`config.mk`:
```
export PLATFORM = sky130hd
export DESIGN_NAME = csi_ctrl
export DESIGN_NICKNAME = d
export VERILOG_FILES = /design/src/common/csi_pkg.sv /design/src/core/csi_ctrl.sv
export VERILOG_INCLUDE_DIRS = /design/src /design/src/common
export SDC_FILE = /design/constraint.sdc
export NUM_CORES = 1
export LEC_CHECK = 0
export BUFFER_PORTS_ARGS = -buffer_cell sky130_fd_sc_hd__buf_2
export CORE_MARGIN = 3
export CORE_UTILIZATION = 61
export CTS_CLUSTER_SIZE = 16
export DETAILED_ROUTE_END_ITERATION = 8
export PLACE_DENSITY_LB_ADDON = 0.08
export SLEW_MARGIN = 10
export SYNTH_ARGS = -nofsm -noshare
export SYNTH_HDL_FRONTEND = slang
export SYNTH_SLANG_ARGS = --single-unit
```
`constraint.sdc`:
```
create_clock -name ref_clk_i -period 3.3 [get_ports ref_clk_i]
set_clock_uncertainty 0.15 [all_clocks]
set_input_delay 0.66 -clock ref_clk_i [delete_from_list [all_inputs] [get_ports ref_clk_i]]
set_output_delay 0.66 -clock ref_clk_i [all_outputs]
set_load 0.01 [all_outputs]
```
`src/common/csi_params.svh`:
```
// Offsets, field positions, reset values and timing for the change-of-state block
`ifndef CSI_PARAMS_SVH
`define CSI_PARAMS_SVH

// ======================================================================
// Byte offsets inside the 16-byte I/O window
`define CSI_OFF_FET_0       4'h0
`define CSI_OFF_FET_1       4'h1
`define CSI_OFF_FET_2       4'h2
`define CSI_OFF_PORT_DATA   4'h3
`define CSI_OFF_IN_0        4'h4
`define CSI_OFF_IN_1        4'h5
`define CSI_OFF_IN_2        4'h6
`define CSI_OFF_PORT_IN     4'h7
`define CSI_OFF_STAT_0      4'h8
`define CSI_OFF_STAT_1      4'h9
`define CSI_OFF_STAT_2      4'ha
`define CSI_OFF_STAT_3      4'hb
`define CSI_OFF_CTRL        4'hc
`define CSI_OFF_RSVD        4'hd
`define CSI_OFF_EDGE_EN     4'he
`define CSI_OFF_IRQ_RST     4'hf

// ======================================================================
// Reset values and masks
`define CSI_CTRL_RESET      8'h01
`define CSI_CTRL_MASK       8'h0f
`define CSI_EDGE_RESET      8'h00
`define CSI_ZERO_BYTE       8'h00

// ======================================================================
// Line layout
`define CSI_NUM_ISO         24
`define CSI_NUM_LINES       32
`define CSI_GROUP_SIZE      8
`define CSI_FILT_SPLIT      12
`define CSI_FALL_BASE       4

// ======================================================================
// Timing
`define CSI_CLK_PERIOD_NS   50
`define CSI_FILTER_NS       1000
`define CSI_PRIME_CYCLES    3

`endif

```
`src/common/csi_pkg.sv`:
```
// Types shared by the change-of-state block and its users
package csi_pkg;

  // ======================================================================
  // Host access to one byte register
  typedef struct packed {
    logic       wr;
    logic       rd;
    logic [3:0] addr;
    logic [7:0] wdata;
  } csi_req_t;

  // ======================================================================
  // Control byte layout, bit 7 down to bit 0
  typedef struct packed {
    logic [3:0] zero;
    logic       filt_hi;
    logic       filt_lo;
    logic       dir_out;
    logic       buf_en;
  } csi_ctrl_t;

  // ======================================================================
  // Edge enable byte layout
  typedef struct packed {
    logic [3:0] fall;
    logic [3:0] rise;
  } csi_edge_en_t;

endpackage

```
`src/core/csi_ctrl.sv`:
```
// Change-of-state detection, interrupt and control registers of the input card
`timescale 1ns/1ps
`include "csi_params.svh"

// What this block does
// - Latch change per line, read back status
// - Write one clears latch, zero keeps it
// - Interrupt drops only when all 32 clear
// - Status bytes at 8 to B, bit0 lowest
// - Control and edge enable read back written
// - Control fields, upper nibble zero, reset 01
// - Rising enables bits 0-3, falling 4-7
// - Group interrupts on rising, falling or both
// - Edge enable resets to zero
// - Interrupt while any enabled change latched
// - Interrupt status bit 0, others zero
// - Write to F resets control, outputs, status
// - Unselected lines keep latching new changes
// - Output mode drives port data, positive logic
// - Switched outputs reset off, data zero
module csi_ctrl #(
  parameter int unsigned FILTER_CYCLES =
    (`CSI_FILTER_NS + `CSI_CLK_PERIOD_NS - 1) / `CSI_CLK_PERIOD_NS,
  parameter int unsigned CNT_W         = 8
) (
  input  wire logic              ref_clk_i,
  input  wire logic              reset_n_i,
  input  wire csi_pkg::csi_req_t host_req_i,
  output logic [7:0]             rd_data_o,
  output logic                   rd_valid_o,
  input  wire logic [23:0]       isolated_sense_line_i,
  input  wire logic [7:0]        logic_level_port_line_i,
  output logic [7:0]             logic_level_port_line_o,
  output logic [7:0]             logic_level_port_line_oe_o,
  output logic [23:0]            fet_switch_line_o,
  output logic                   irq_o
);
  import csi_pkg::*;

  localparam int NL = `CSI_NUM_LINES;

  // ======================================================================
  // Address decode
  function automatic logic hit(input csi_req_t r, input logic [3:0] off);
    return r.wr && (r.addr == off);
  endfunction

  // Clear mask built from a write to any of the four status bytes
  function automatic logic [NL-1:0] clr_mask(input csi_req_t r);
    logic [NL-1:0] m;
    m = '0;
    if (hit(r, `CSI_OFF_STAT_0)) m[7:0]   = r.wdata;
    if (hit(r, `CSI_OFF_STAT_1)) m[15:8]  = r.wdata;
    if (hit(r, `CSI_OFF_STAT_2)) m[23:16] = r.wdata;
    if (hit(r, `CSI_OFF_STAT_3)) m[31:24] = r.wdata;
    return m;
  endfunction

  logic      soft_rst;
  csi_ctrl_t ctrl_q;
  csi_edge_en_t edge_q;
  logic [23:0] fet_q;
  logic [7:0]  port_data_q;

  assign soft_rst = hit(host_req_i, `CSI_OFF_IRQ_RST);

  // ======================================================================
  // Control byte
  always_ff @(posedge ref_clk_i or negedge reset_n_i) begin
    if (!reset_n_i) begin
      ctrl_q <= `CSI_CTRL_RESET;
    end else if (soft_rst) begin
      ctrl_q <= `CSI_CTRL_RESET;
    end else if (hit(host_req_i, `CSI_OFF_CTRL)) begin
      ctrl_q <= host_req_i.wdata & `CSI_CTRL_MASK;
    end
  end

  // ======================================================================
  // Edge enable byte; a soft reset leaves it alone
  always_ff @(posedge ref_clk_i or negedge reset_n_i) begin
    if (!reset_n_i) begin
      edge_q <= `CSI_EDGE_RESET;
    end else if (hit(host_req_i, `CSI_OFF_EDGE_EN)) begin
      edge_q <= host_req_i.wdata;
    end
  end

  // ======================================================================
  // Switched outputs and port data
  always_ff @(posedge ref_clk_i or negedge reset_n_i) begin
    if (!reset_n_i) begin
      fet_q       <= '0;
      port_data_q <= `CSI_ZERO_BYTE;
    end else if (soft_rst) begin
      fet_q       <= '0;
      port_data_q <= `CSI_ZERO_BYTE;
    end else begin
      if (hit(host_req_i, `CSI_OFF_FET_0))     fet_q[7:0]   <= host_req_i.wdata;
      if (hit(host_req_i, `CSI_OFF_FET_1))     fet_q[15:8]  <= host_req_i.wdata;
      if (hit(host_req_i, `CSI_OFF_FET_2))     fet_q[23:16] <= host_req_i.wdata;
      if (hit(host_req_i, `CSI_OFF_PORT_DATA)) port_data_q  <= host_req_i.wdata;
    end
  end

  assign fet_switch_line_o          = fet_q;
  assign logic_level_port_line_o    = port_data_q;
  // Driver on only when the buffer is enabled and output mode is chosen
  assign logic_level_port_line_oe_o = {8{ctrl_q.buf_en & ctrl_q.dir_out}};

  // ======================================================================
  // Input synchroniser, three stages
  logic [NL-1:0] s1_q;
  logic [NL-1:0] s2_q;
  logic [NL-1:0] s3_q;
  logic [NL-1:0] raw;

  assign raw = {logic_level_port_line_i, isolated_sense_line_i};

  always_ff @(posedge ref_clk_i or negedge reset_n_i) begin
    if (!reset_n_i) begin
      s1_q <= '0;
      s2_q <= '0;
      s3_q <= '0;
    end else begin
      s1_q <= raw;
      s2_q <= s1_q;
      s3_q <= s2_q;
    end
  end

  // Filtered levels follow the pins freely until primed, but priming ends one cycle before a pin level reaches them,
  // so a line that sits high at reset release still logs a rising edge
  logic [1:0] prime_q;
  logic       primed;

  always_ff @(posedge ref_clk_i or negedge reset_n_i) begin
    if (!reset_n_i) begin
      prime_q <= '0;
    end else if (!primed) begin
      prime_q <= prime_q + 2'h1;
    end
  end

  assign primed = (prime_q == 2'(`CSI_PRIME_CYCLES));

  // ======================================================================
  // Per-line debounce and edge detection
  logic [NL-1:0] filt_q;
  logic [NL-1:0] prev_q;
  logic [NL-1:0] rise;
  logic [NL-1:0] fall;
  logic [NL-1:0] chg;
  logic [NL-1:0] irq_evt;

  // Noise rejection: lines 0-11 on one bit, 12-23 on another, port none
  function automatic logic filt_on(input int i, input csi_ctrl_t c);
    if (i < `CSI_FILT_SPLIT) return c.filt_lo;
    if (i < `CSI_NUM_ISO)    return c.filt_hi;
    return 1'b0;
  endfunction

  for (genvar i = 0; i < NL; i++) begin : g_line
    logic [CNT_W-1:0] cnt_q;
    logic             agree;

    // Only a level that stages two and three agree on is considered
    assign agree = (s2_q[i] == s3_q[i]);

    always_ff @(posedge ref_clk_i or negedge reset_n_i) begin
      if (!reset_n_i) begin
        cnt_q     <= '0;
        filt_q[i] <= 1'b0;
      end else if (!primed) begin
        cnt_q     <= '0;
        filt_q[i] <= s3_q[i];
      end else if (!agree || (s3_q[i] == filt_q[i])) begin
        cnt_q <= '0;
      end else if (!filt_on(i, ctrl_q)) begin
        filt_q[i] <= s3_q[i];
      end else if (cnt_q >= CNT_W'(FILTER_CYCLES - 1)) begin
        cnt_q     <= '0;
        filt_q[i] <= s3_q[i];
      end else begin
        cnt_q <= cnt_q + CNT_W'(1);
      end
    end

    // Each group of eight uses its own rising and falling enable bit
    assign irq_evt[i] = (rise[i] & edge_q.rise[i / `CSI_GROUP_SIZE]) |
                        (fall[i] & edge_q.fall[i / `CSI_GROUP_SIZE]);
  end

  always_ff @(posedge ref_clk_i or negedge reset_n_i) begin
    if (!reset_n_i) begin
      prev_q <= '0;
    end else begin
      prev_q <= filt_q;
    end
  end

  assign rise = primed ? (filt_q & ~prev_q) : '0;
  assign fall = primed ? (~filt_q & prev_q) : '0;
  assign chg  = rise | fall;

  // ======================================================================
  // Change status and interrupt-pending latches
  logic [NL-1:0] clr;
  logic [NL-1:0] status_q;
  logic [NL-1:0] status_d;
  logic [NL-1:0] pend_q;
  logic [NL-1:0] pend_d;
  logic          irq_q;

  assign clr = soft_rst ? '1 : clr_mask(host_req_i);

  // New change wins over a same-cycle clear; other lines keep latching
  assign status_d = (status_q & ~clr) | chg;
  assign pend_d   = (pend_q & ~clr) | irq_evt;

  always_ff @(posedge ref_clk_i or negedge reset_n_i) begin
    if (!reset_n_i) begin
      status_q <= '0;
      pend_q   <= '0;
    end else begin
      status_q <= status_d;
      pend_q   <= pend_d;
    end
  end

  // Pin rises on an enabled edge and holds until all 32 status bits are clear;
  // a change in a disabled group cannot raise it but does keep it up
  always_ff @(posedge ref_clk_i or negedge reset_n_i) begin
    if (!reset_n_i) begin
      irq_q <= 1'b0;
    end else begin
      irq_q <= (irq_q | (|pend_d)) & (|status_d);
    end
  end

  assign irq_o = irq_q;

  // ======================================================================
  // Read path, answered one cycle after the strobe
  function automatic logic [7:0] rd_mux(input logic [3:0] a);
    case (a)
      `CSI_OFF_FET_0:     return fet_q[7:0];
      `CSI_OFF_FET_1:     return fet_q[15:8];
      `CSI_OFF_FET_2:     return fet_q[23:16];
      `CSI_OFF_PORT_DATA: return port_data_q;
      `CSI_OFF_IN_0:      return filt_q[7:0];
      `CSI_OFF_IN_1:      return filt_q[15:8];
      `CSI_OFF_IN_2:      return filt_q[23:16];
      `CSI_OFF_PORT_IN:   return filt_q[31:24];
      `CSI_OFF_STAT_0:    return status_q[7:0];
      `CSI_OFF_STAT_1:    return status_q[15:8];
      `CSI_OFF_STAT_2:    return status_q[23:16];
      `CSI_OFF_STAT_3:    return status_q[31:24];
      `CSI_OFF_CTRL:      return ctrl_q;
      `CSI_OFF_EDGE_EN:   return edge_q;
      `CSI_OFF_IRQ_RST:   return {7'h00, irq_q};
      default:            return `CSI_ZERO_BYTE;
    endcase
  endfunction

  always_ff @(posedge ref_clk_i or negedge reset_n_i) begin
    if (!reset_n_i) begin
      rd_data_o  <= `CSI_ZERO_BYTE;
      rd_valid_o <= 1'b0;
    end else begin
      rd_valid_o <= host_req_i.rd;
      if (host_req_i.rd) begin
        rd_data_o <= rd_mux(host_req_i.addr);
      end
    end
  end

endmodule

```
==> impl_table.tex, run 1 <==
\begin{tabular}{lr}
\hline
Metric & Value \\
\hline
\multicolumn{2}{l}{\textbf{Layout}} \\
Number of filler cells placed in the layout & 2492 \\
Commonest cells after routing, fill and taps aside & sky130\_fd\_sc\_hd\_\_dfrtp\_1, sky130\_fd\_sc\_hd\_\_nor2\_1, sky130\_fd\_sc\_hd\_\_nand2\_1 \\
Post-synthesis to final-layout area growth & 13.2\% \\
Most frequent standard cell in the layout excluding fill and tap cells & sky130\_fd\_sc\_hd\_\_dfrtp\_1 \\
Cell area after layout & 0.0237 sq mm \\
Final-stage net count & 2248 \\
Final Non-Filler Cells & 2658 \\
Fraction of layout instances using a drive strength above 1 & 0.111 \\
\multicolumn{2}{l}{\textbf{Place}} \\
Worst slack at placement & 0.173 ns \\
Cells after DPL & 2573 \\
Number of port buffers & 97 \\
Placer Congestion & 0.970 \\
DPL Wire Length & 36200 um \\
Area after detailed placement & 0.0221 sq mm \\
\multicolumn{2}{l}{\textbf{Timing}} \\
Max-slew headroom at the worst pin & 0.362 \\
Slew @ Worst Pin & 0.951 ns \\
Number of pins exceeding their max-slew limit in the final report & 0 \\
Post-route minimum period & 2.58 ns \\
Hold\_ws & -0.0108 ns \\
Unrepaired setup endpoints after global routing & no \\
Post-route setup slack & 0.717 ns \\
Setup TNS Final & 0 ns \\
Fmax & 387 MHz \\
Final clock period utilization by the worst path & 0.783 \\
Final setup violating endpoints & 0 \\
Total count of hold-check failures in the final report & 7 \\
\multicolumn{2}{l}{\textbf{Critical path}} \\
Critical Path Sink Type & flip-flop \\
Crit Reg-Reg Endpoint & g\_line[7].cnt\_q[7]\$\_DFFE\_PN0P\_ \\
Data arrival time at the worst-slack endpoint & 2.90 ns \\
Startpoint of the worst-slack reg-to-reg timing path & prime\_q[0]\$\_DFFE\_PN0N\_ \\
Launching element type of the critical path & input pin \\
Reg-to-reg setup timing slack & 0.72 ns \\
Worst path required time & 3.61 ns \\
Biggest cell delay along the critical path & 0.48 ns \\
Slowest-stage cell, CP & sky130\_fd\_sc\_hd\_\_or4\_1 \\
Logic depth of the worst register-to-register path & 7 \\
Top cell family by delay on the critical path & simple AND/OR/NAND/NOR gates \\
Ordered cell list for the critical path & buf\_2 > and4\_1 > o21ai\_1 > a22o\_1 > or3\_1 > or4\_1 > nor4\_1 > a31oi\_1 \\
Type of the worst setup path & in2reg \\
CP Buf/Inv Count & 1 \\
Largest fanout on the critical path & 8 \\
\multicolumn{2}{l}{\textbf{Die}} \\
Die Height & 191 um \\
Number of rows created at floorplan & 67 \\
Floorplan die area & 0.0365 sq mm \\
Top-Level Pins & 98 \\
Total core area & 0.0336 sq mm \\
Initial Util & 0.622 \\
Die extent in x & 191 um \\
\multicolumn{2}{l}{\textbf{Power}} \\
Leakage power summed over all cells & 0.0107 uW \\
Total Power & 16000 uW \\
Total power divided by cell area & 676 mW/mm\^{}2 \\
Maximum vdd drop & 516 uV \\
\multicolumn{2}{l}{\textbf{GRT}} \\
Remaining global-route overflow & 0 \\
Wire length of the first global-routing pass & 82900 um \\
Initial antenna violation count & 3 \\
Maximum number of pins on one net before global-route repair & 96 \\
Total global-route track usage & 0.287 \\
Vias in the first global route & 15.8k \\
\multicolumn{2}{l}{\textbf{CTS}} \\
CTS tree & yes \\
Number of buffers created by CTS & 47 \\
Latest clock arrival within the worst-skew pair & 0.59 ns \\
Clock-pin slew of the registers on the worst-case setup and hold paths & 0.06 ns \\
Buffer type at the clock tree root & sky130\_fd\_sc\_hd\_\_clkbuf\_16 \\
Resized cells post-CTS & 0 \\
Number of H-tree levels & 2 \\
CTS sink cnt & 472 \\
Clock tree buffer depth & 3 \\
\multicolumn{2}{l}{\textbf{Routing}} \\
Vias per Instance & 6.14 \\
Via count & 16.3k \\
Antenna-violating nets left & 0 \\
Routed length per instance & 19.6 um \\
Drt drc & 0 \\
Number of violations reported at the end of detailed-routing iteration 0 & 1514 \\
Count of TritonRoute iterations in the first routing pass & 6 \\
Overall routed net length & 52200 um \\
\multicolumn{2}{l}{\textbf{Synthesis}} \\
Seq cells post-synth & 472 \\
Synth top area share & 0.564 \\
Largest area contributor in the synthesized netlist & sky130\_fd\_sc\_hd\_\_dfrtp\_1 \\
Proportion of synthesized chip area in sequential cells & 0.565 \\
Top cells by area, synth & sky130\_fd\_sc\_hd\_\_dfrtp\_1, sky130\_fd\_sc\_hd\_\_o21ai\_0, sky130\_fd\_sc\_hd\_\_nor2\_1, sky130\_fd\_sc\_hd\_\_nand2\_1, sky130\_fd\_sc\_hd\_\_a21oi\_1 \\
Count of mapped cells out of synthesis & 2062 \\
Proportion of register bits with asynchronous set or reset after synthesis & 1.00 \\
Synth Warn \# & 0 \\
Syn nets & 2135 \\
Area of the mapped netlist & 0.0209 sq mm \\
Post-synthesis area per instance & 10.1 sq um \\
Number of flops mapped to enable cells by yosys & 0 \\
Flip-flop cell with the highest count after synthesis & sky130\_fd\_sc\_hd\_\_dfrtp\_1 \\
Count of distinct cell types in the synthesized netlist & 60 \\
\multicolumn{2}{l}{\textbf{Job}} \\
Max cap viols & 0 \\
\multicolumn{2}{l}{\textbf{Outcome}} \\
Result of the run & finished, violations left \\
Failing checks & negative hold slack \\
\multicolumn{2}{l}{\textbf{Hold path}} \\
Hold Crit Class & in2async \\
\hline
\end{tabular}
-- report_power, final --
group	switching, uW	internal [uW]
sequential	1160	6650
clock	2210	3100
combinational	1650	1200
-- cells by family (layout without fill, tap and decap cells) --
kind of cell | after synthesis | after routing | share of synthesized area
AO/OA/AOI/OAI | 557 | 557 | 0.167
XOR/XNOR | 62 | 62 | 0.0260
adder cells (fa/ha/maj) | 25 | 25 | 0.0150
buffers and inverters | 157 | 303 | 0.0307
flip-flops | 472 | 472 | 0.565
multiplexers | 39 | 39 | 0.0218
other | 0 | 2 | 0
AND/OR/NAND/NOR | 750 | 750 | 0.174
-- worst max path at each step --
stage | start | endpoint | slack, ns | cells after the start
global placement | host_req_i[11] | irq_o$_DFF_PN0_ | 0.19 | 8
finish | host_req_i[11] | irq_o$_DFF_PN0_ | 0.72 | 8
CTS | prime_q[0]$_DFFE_PN0N_ | g_line[9].cnt_q[6]$_DFFE_PN0P_ | 0.76 | 7
floorplan | host_req_i[9] | irq_o$_DFF_PN0_ | 0.66 | 8
detailed placement | host_req_i[11] | irq_o$_DFF_PN0_ | 0.17 | 8
global route | prime_q[0]$_DFFE_PN0N_ | g_line[15].cnt_q[7]$_DFFE_PN0P_ | 0.53 | 7
-- layer usage --
layer,share of wire,up-vias,global-route usage
met5,0.00013,-,0
met4,0.032,2,0.100
met3,0.081,118,0.0666
met2,0.45,629,0.438
met1,0.44,8001,0.408
li1,-,7561,-
-- layout make-up --
type,instances,area [sq um],area share
clock inverters,18,189,0.00799
multi-input cells,1433,8460,0.358
inverters,75,282,0.0119
well taps,448,561,0.0237
flip-flops and latches,472,11800,0.499
clock buffers,64,1350,0.0571
diodes,2,5.00,0.000212
repair buffers,146,991,0.0419
-- synth_stat cells, drive strengths merged (11+ instances only) --
master,number
o22ai,14
o31ai,14
o21ai,199
nand3,36
nor2b,23
nor4,27
ha,25
a31oi,45
dfrtp,471
xor2,45
nor3,35
o31a,20
a21oi,109
nor2,221
inv,73
and2,41
and3,44
mux2i,23
nor3b,35
xnor2,17
mux2,12
nand2b,25
a22oi,25
clkbuf,51
nand2,209
a22o,51
nand4,11
buf,31
nand3b,21
-- per-stage QoR --
step           hold slack (ns)  utilization
2_1_floorplan            0.181            -
3_3_place_gp             0.182        0.657
3_5_place_dp             0.185        0.657
4_1_cts                0.00179        0.703
5_1_grt                0.00582        0.703
6_report               -0.0108        0.704
-- flip-flops by register name, summed over array words and instances (netlist names), 32 cells and up --
signal        cells
g_line.cnt_q    192
filt_q           32
pend_q           32
s2_q             32
s1_q             32
prev_q           32
status_q         32
s3_q             32
-- timing repair --
action	4_1_cts	5_1_grt
hold endpoints to repair	0	1
buffers inserted	0	0
hold buffers	0	1
Power figures use the tool's default switching activity.
==> run 2, diff against run 1 <==
CORE_UTILIZATION = 56   (was 61)
clock period = 2.3 ns   (was 3.3 ns; I/O delays follow)
==> run 2 against run 1 <==
Compared with the run above: the run now ends clean; sequential cell count is the same; sequential power grew 40%; first-iteration DRC count decreased by 11%; utilization is 1.0 points lower; clock-buffer cell count rose by 11; combinational power grew 82%; critical path type is now reg2reg; clock power increased by 57%; via count grew 4.0%; wire length grew 4.8%; cell count is 8.1% higher; total power increased by 53%.
==> impl_table.tex, run 2 (same netlist as run 1, synthesis figures left out) <==
\begin{tabular}{lr}
\hline
Metric & Value \\
\hline
\multicolumn{2}{l}{\textbf{Timing}} \\
Post-route setup slack & 0.0115 ns (-0.705 ns) \\
Slew @ Worst Pin & 0.490 ns (-0.461 ns) \\
Max-slew headroom at the worst pin & 0.671 (+0.309) \\
Unrepaired setup endpoints after global routing & yes \\
Final setup violating endpoints & 0 (unchanged) \\
Number of pins exceeding their max-slew limit in the final report & 0 (unchanged) \\
Hold\_ws & 0.185 ns (+0.196 ns) \\
Total count of hold-check failures in the final report & 0 (-7) \\
Final clock period utilization by the worst path & 0.995 \\
Post-route minimum period & 2.29 ns \\
Fmax & 437 MHz \\
\multicolumn{2}{l}{\textbf{Die}} \\
Total core area & 0.0367 sq mm (+9.2\%) \\
Initial Util & 0.570 (-0.0522) \\
Die extent in x & 199 um (+4.2\%) \\
Top-Level Pins & 98 (unchanged) \\
Number of rows created at floorplan & 70 (+4.5\%) \\
Floorplan die area & 0.0397 sq mm (+8.6\%) \\
Die Height & 199 um (+4.2\%) \\
\multicolumn{2}{l}{\textbf{CTS}} \\
Clock-pin slew of the registers on the worst-case setup and hold paths & 0.06 ns (about the same) \\
CTS tree & yes \\
Number of buffers created by CTS & 50 (+6.4\%) \\
CTS sink cnt & 472 (unchanged) \\
Clock tree buffer depth & 3 (unchanged) \\
Latest clock arrival within the worst-skew pair & 0.59 ns (about the same) \\
Number of H-tree levels & 2 (unchanged) \\
Buffer type at the clock tree root & sky130\_fd\_sc\_hd\_\_clkbuf\_16 \\
\multicolumn{2}{l}{\textbf{Layout}} \\
Post-synthesis to final-layout area growth & 21.8\% \\
Fraction of layout instances using a drive strength above 1 & 0.175 (+0.0637) \\
Commonest cells after routing, fill and taps aside & sky130\_fd\_sc\_hd\_\_dfrtp\_1, sky130\_fd\_sc\_hd\_\_nor2\_1, sky130\_fd\_sc\_hd\_\_nand2\_1 \\
Utilization after layout & 0.693 (-0.0101) \\
Largest Register & g\_line.cnt\_q \\
Largest register FFs & 192 (unchanged) \\
Final-stage net count & 2437 (+8.4\%) \\
Number of filler cells placed in the layout & 2727 (+9.4\%) \\
Cell area after layout & 0.0254 sq mm (+7.6\%) \\
Most frequent standard cell in the layout excluding fill and tap cells & sky130\_fd\_sc\_hd\_\_dfrtp\_1 \\
\multicolumn{2}{l}{\textbf{Hold path}} \\
Hold Crit Class & in2reg \\
Hold path depth & 2 \\
\multicolumn{2}{l}{\textbf{Routing}} \\
Routed length per instance & 19.0 um (-3.0\%) \\
Antenna-violating nets left & 0 (unchanged) \\
Overall routed net length & 54700 um (+4.8\%) \\
Vias per Instance & 5.90 (-3.8\%) \\
Count of TritonRoute iterations in the first routing pass & 5 (-1) \\
Number of violations reported at the end of detailed-routing iteration 0 & 1353 (-11\%) \\
Via count & 17.0k (+4.0\%) \\
Drt drc & 0 (unchanged) \\
\multicolumn{2}{l}{\textbf{Critical path}} \\
Data arrival time at the worst-slack endpoint & 2.60 ns (-0.30 ns) \\
Reg-to-reg setup timing slack & 0.01 ns (-0.71 ns) \\
Type of the worst setup path & reg2reg \\
Largest fanout on the critical path & 11 (+3) \\
Critical Path Sink Type & flip-flop \\
Launching element type of the critical path & flip-flop \\
Worst path required time & 2.61 ns (-1.00 ns) \\
Logic depth of the worst register-to-register path & 6 (-1) \\
\multicolumn{2}{l}{\textbf{GRT}} \\
Initial antenna violation count & 0 (-3) \\
Maximum number of pins on one net before global-route repair & 78 (-19\%) \\
Vias in the first global route & 16.4k (+4.0\%) \\
Remaining global-route overflow & 0 (unchanged) \\
Wire length of the first global-routing pass & 87300 um (+5.3\%) \\
Total global-route track usage & 0.277 (-0.00963) \\
\multicolumn{2}{l}{\textbf{Place}} \\
Area after detailed placement & 0.0233 sq mm (+5.4\%) \\
Worst slack at placement & -0.492 ns (-0.665 ns) \\
Placer Congestion & 0.973 (+0.29\%) \\
DPL Wire Length & 39200 um (+8.3\%) \\
Number of port buffers & 97 (unchanged) \\
\multicolumn{2}{l}{\textbf{Outcome}} \\
Result of the run & complete, no violations \\
\multicolumn{2}{l}{\textbf{Power}} \\
Leakage power summed over all cells & 0.0117 uW (+9.3\%) \\
Total power divided by cell area & 959 mW/mm\^{}2 (+42\%) \\
Maximum vdd drop & 650 uV (+26\%) \\
\multicolumn{2}{l}{\textbf{Job}} \\
Max cap viols & 0 (unchanged) \\
\hline
\end{tabular}
## run 2: worst max-delay path, cell delays in order (launching register included)
cell	delay [ns]
sky130_fd_sc_hd__dfrtp_1	0.41
sky130_fd_sc_hd__ha_4	0.25
sky130_fd_sc_hd__a22o_1	0.24
sky130_fd_sc_hd__or3_4	0.41
sky130_fd_sc_hd__or4_4	0.50
sky130_fd_sc_hd__nor4_4	0.15
sky130_fd_sc_hd__a31oi_1	0.06
## run 2: per-layer routing
layer / vias to the layer above / global-route usage / wire length, um
met5: - / 0 / 0
met4: 0 / 0.0783 / 1530
met3: 102 / 0.0416 / 3160
met2: 517 / 0.447 / 25300
met1: 8395 / 0.395 / 24700
li1: 7944 / - / -
## run 2: metrics by stage
step	TNS, ns	instances	power, uW
6_report	0	2874	24400
5_1_grt	-0.152	2873	25600
4_1_cts	0	2872	24500
3_5_place_dp	-6.15	2745	16100
3_3_place_gp	-4.31	2745	15900
2_1_floorplan	-0.0766	2062	13500
## run 2: final cells by class
| class | count | area [sq um] | area share |
|---|---|---|---|
| diodes | 1 | 2.50 | 0.0000983 |
| well taps | 468 | 586 | 0.0230 |
| multi-input cells | 1433 | 8520 | 0.335 |
| flip-flops and latches | 472 | 11800 | 0.464 |
| repair buffers | 332 | 2510 | 0.0988 |
| clock inverters | 18 | 201 | 0.00792 |
| inverters | 75 | 282 | 0.0111 |
| clock buffers | 75 | 1530 | 0.0600 |
## run 2: report_power, final
part	switching, uW	leakage (uW)	internal, uW
sequential	1350	0.00582	9550
clock	3300	0.000854	5030
combinational	2900	0.00504	2280
total	7550	0.0117	16900
## run 2: timing repair
| item | in CTS | in global routing |
|---|---|---|
| gates resized for setup | 5 | 16 |
| hold endpoints to repair | 195 | 0 |
| pin swaps | 1 | 2 |
| hold buffers | 34 | 0 |
| buffers inserted | 0 | 1 |
| endpoints found under the setup margin | 6 | 42 |
## run 2: worst paths after layout
kind,to,startpoint
max,irq_o$_DFF_PN0_,prime_q[0]$_DFFE_PN0N_
min,edge_q[7]$_DFFE_PN0P_,host_req_i[7]
max reg2reg,irq_o$_DFF_PN0_,prime_q[0]$_DFFE_PN0N_
min reg2reg,s2_q[5]$_DFF_PN0_,s1_q[5]$_DFF_PN0_
max in group asynchronous,g_line[3].cnt_q[7]$_DFFE_PN0P_,reset_n_i
min in group asynchronous,s3_q[0]$_DFF_PN0_,reset_n_i
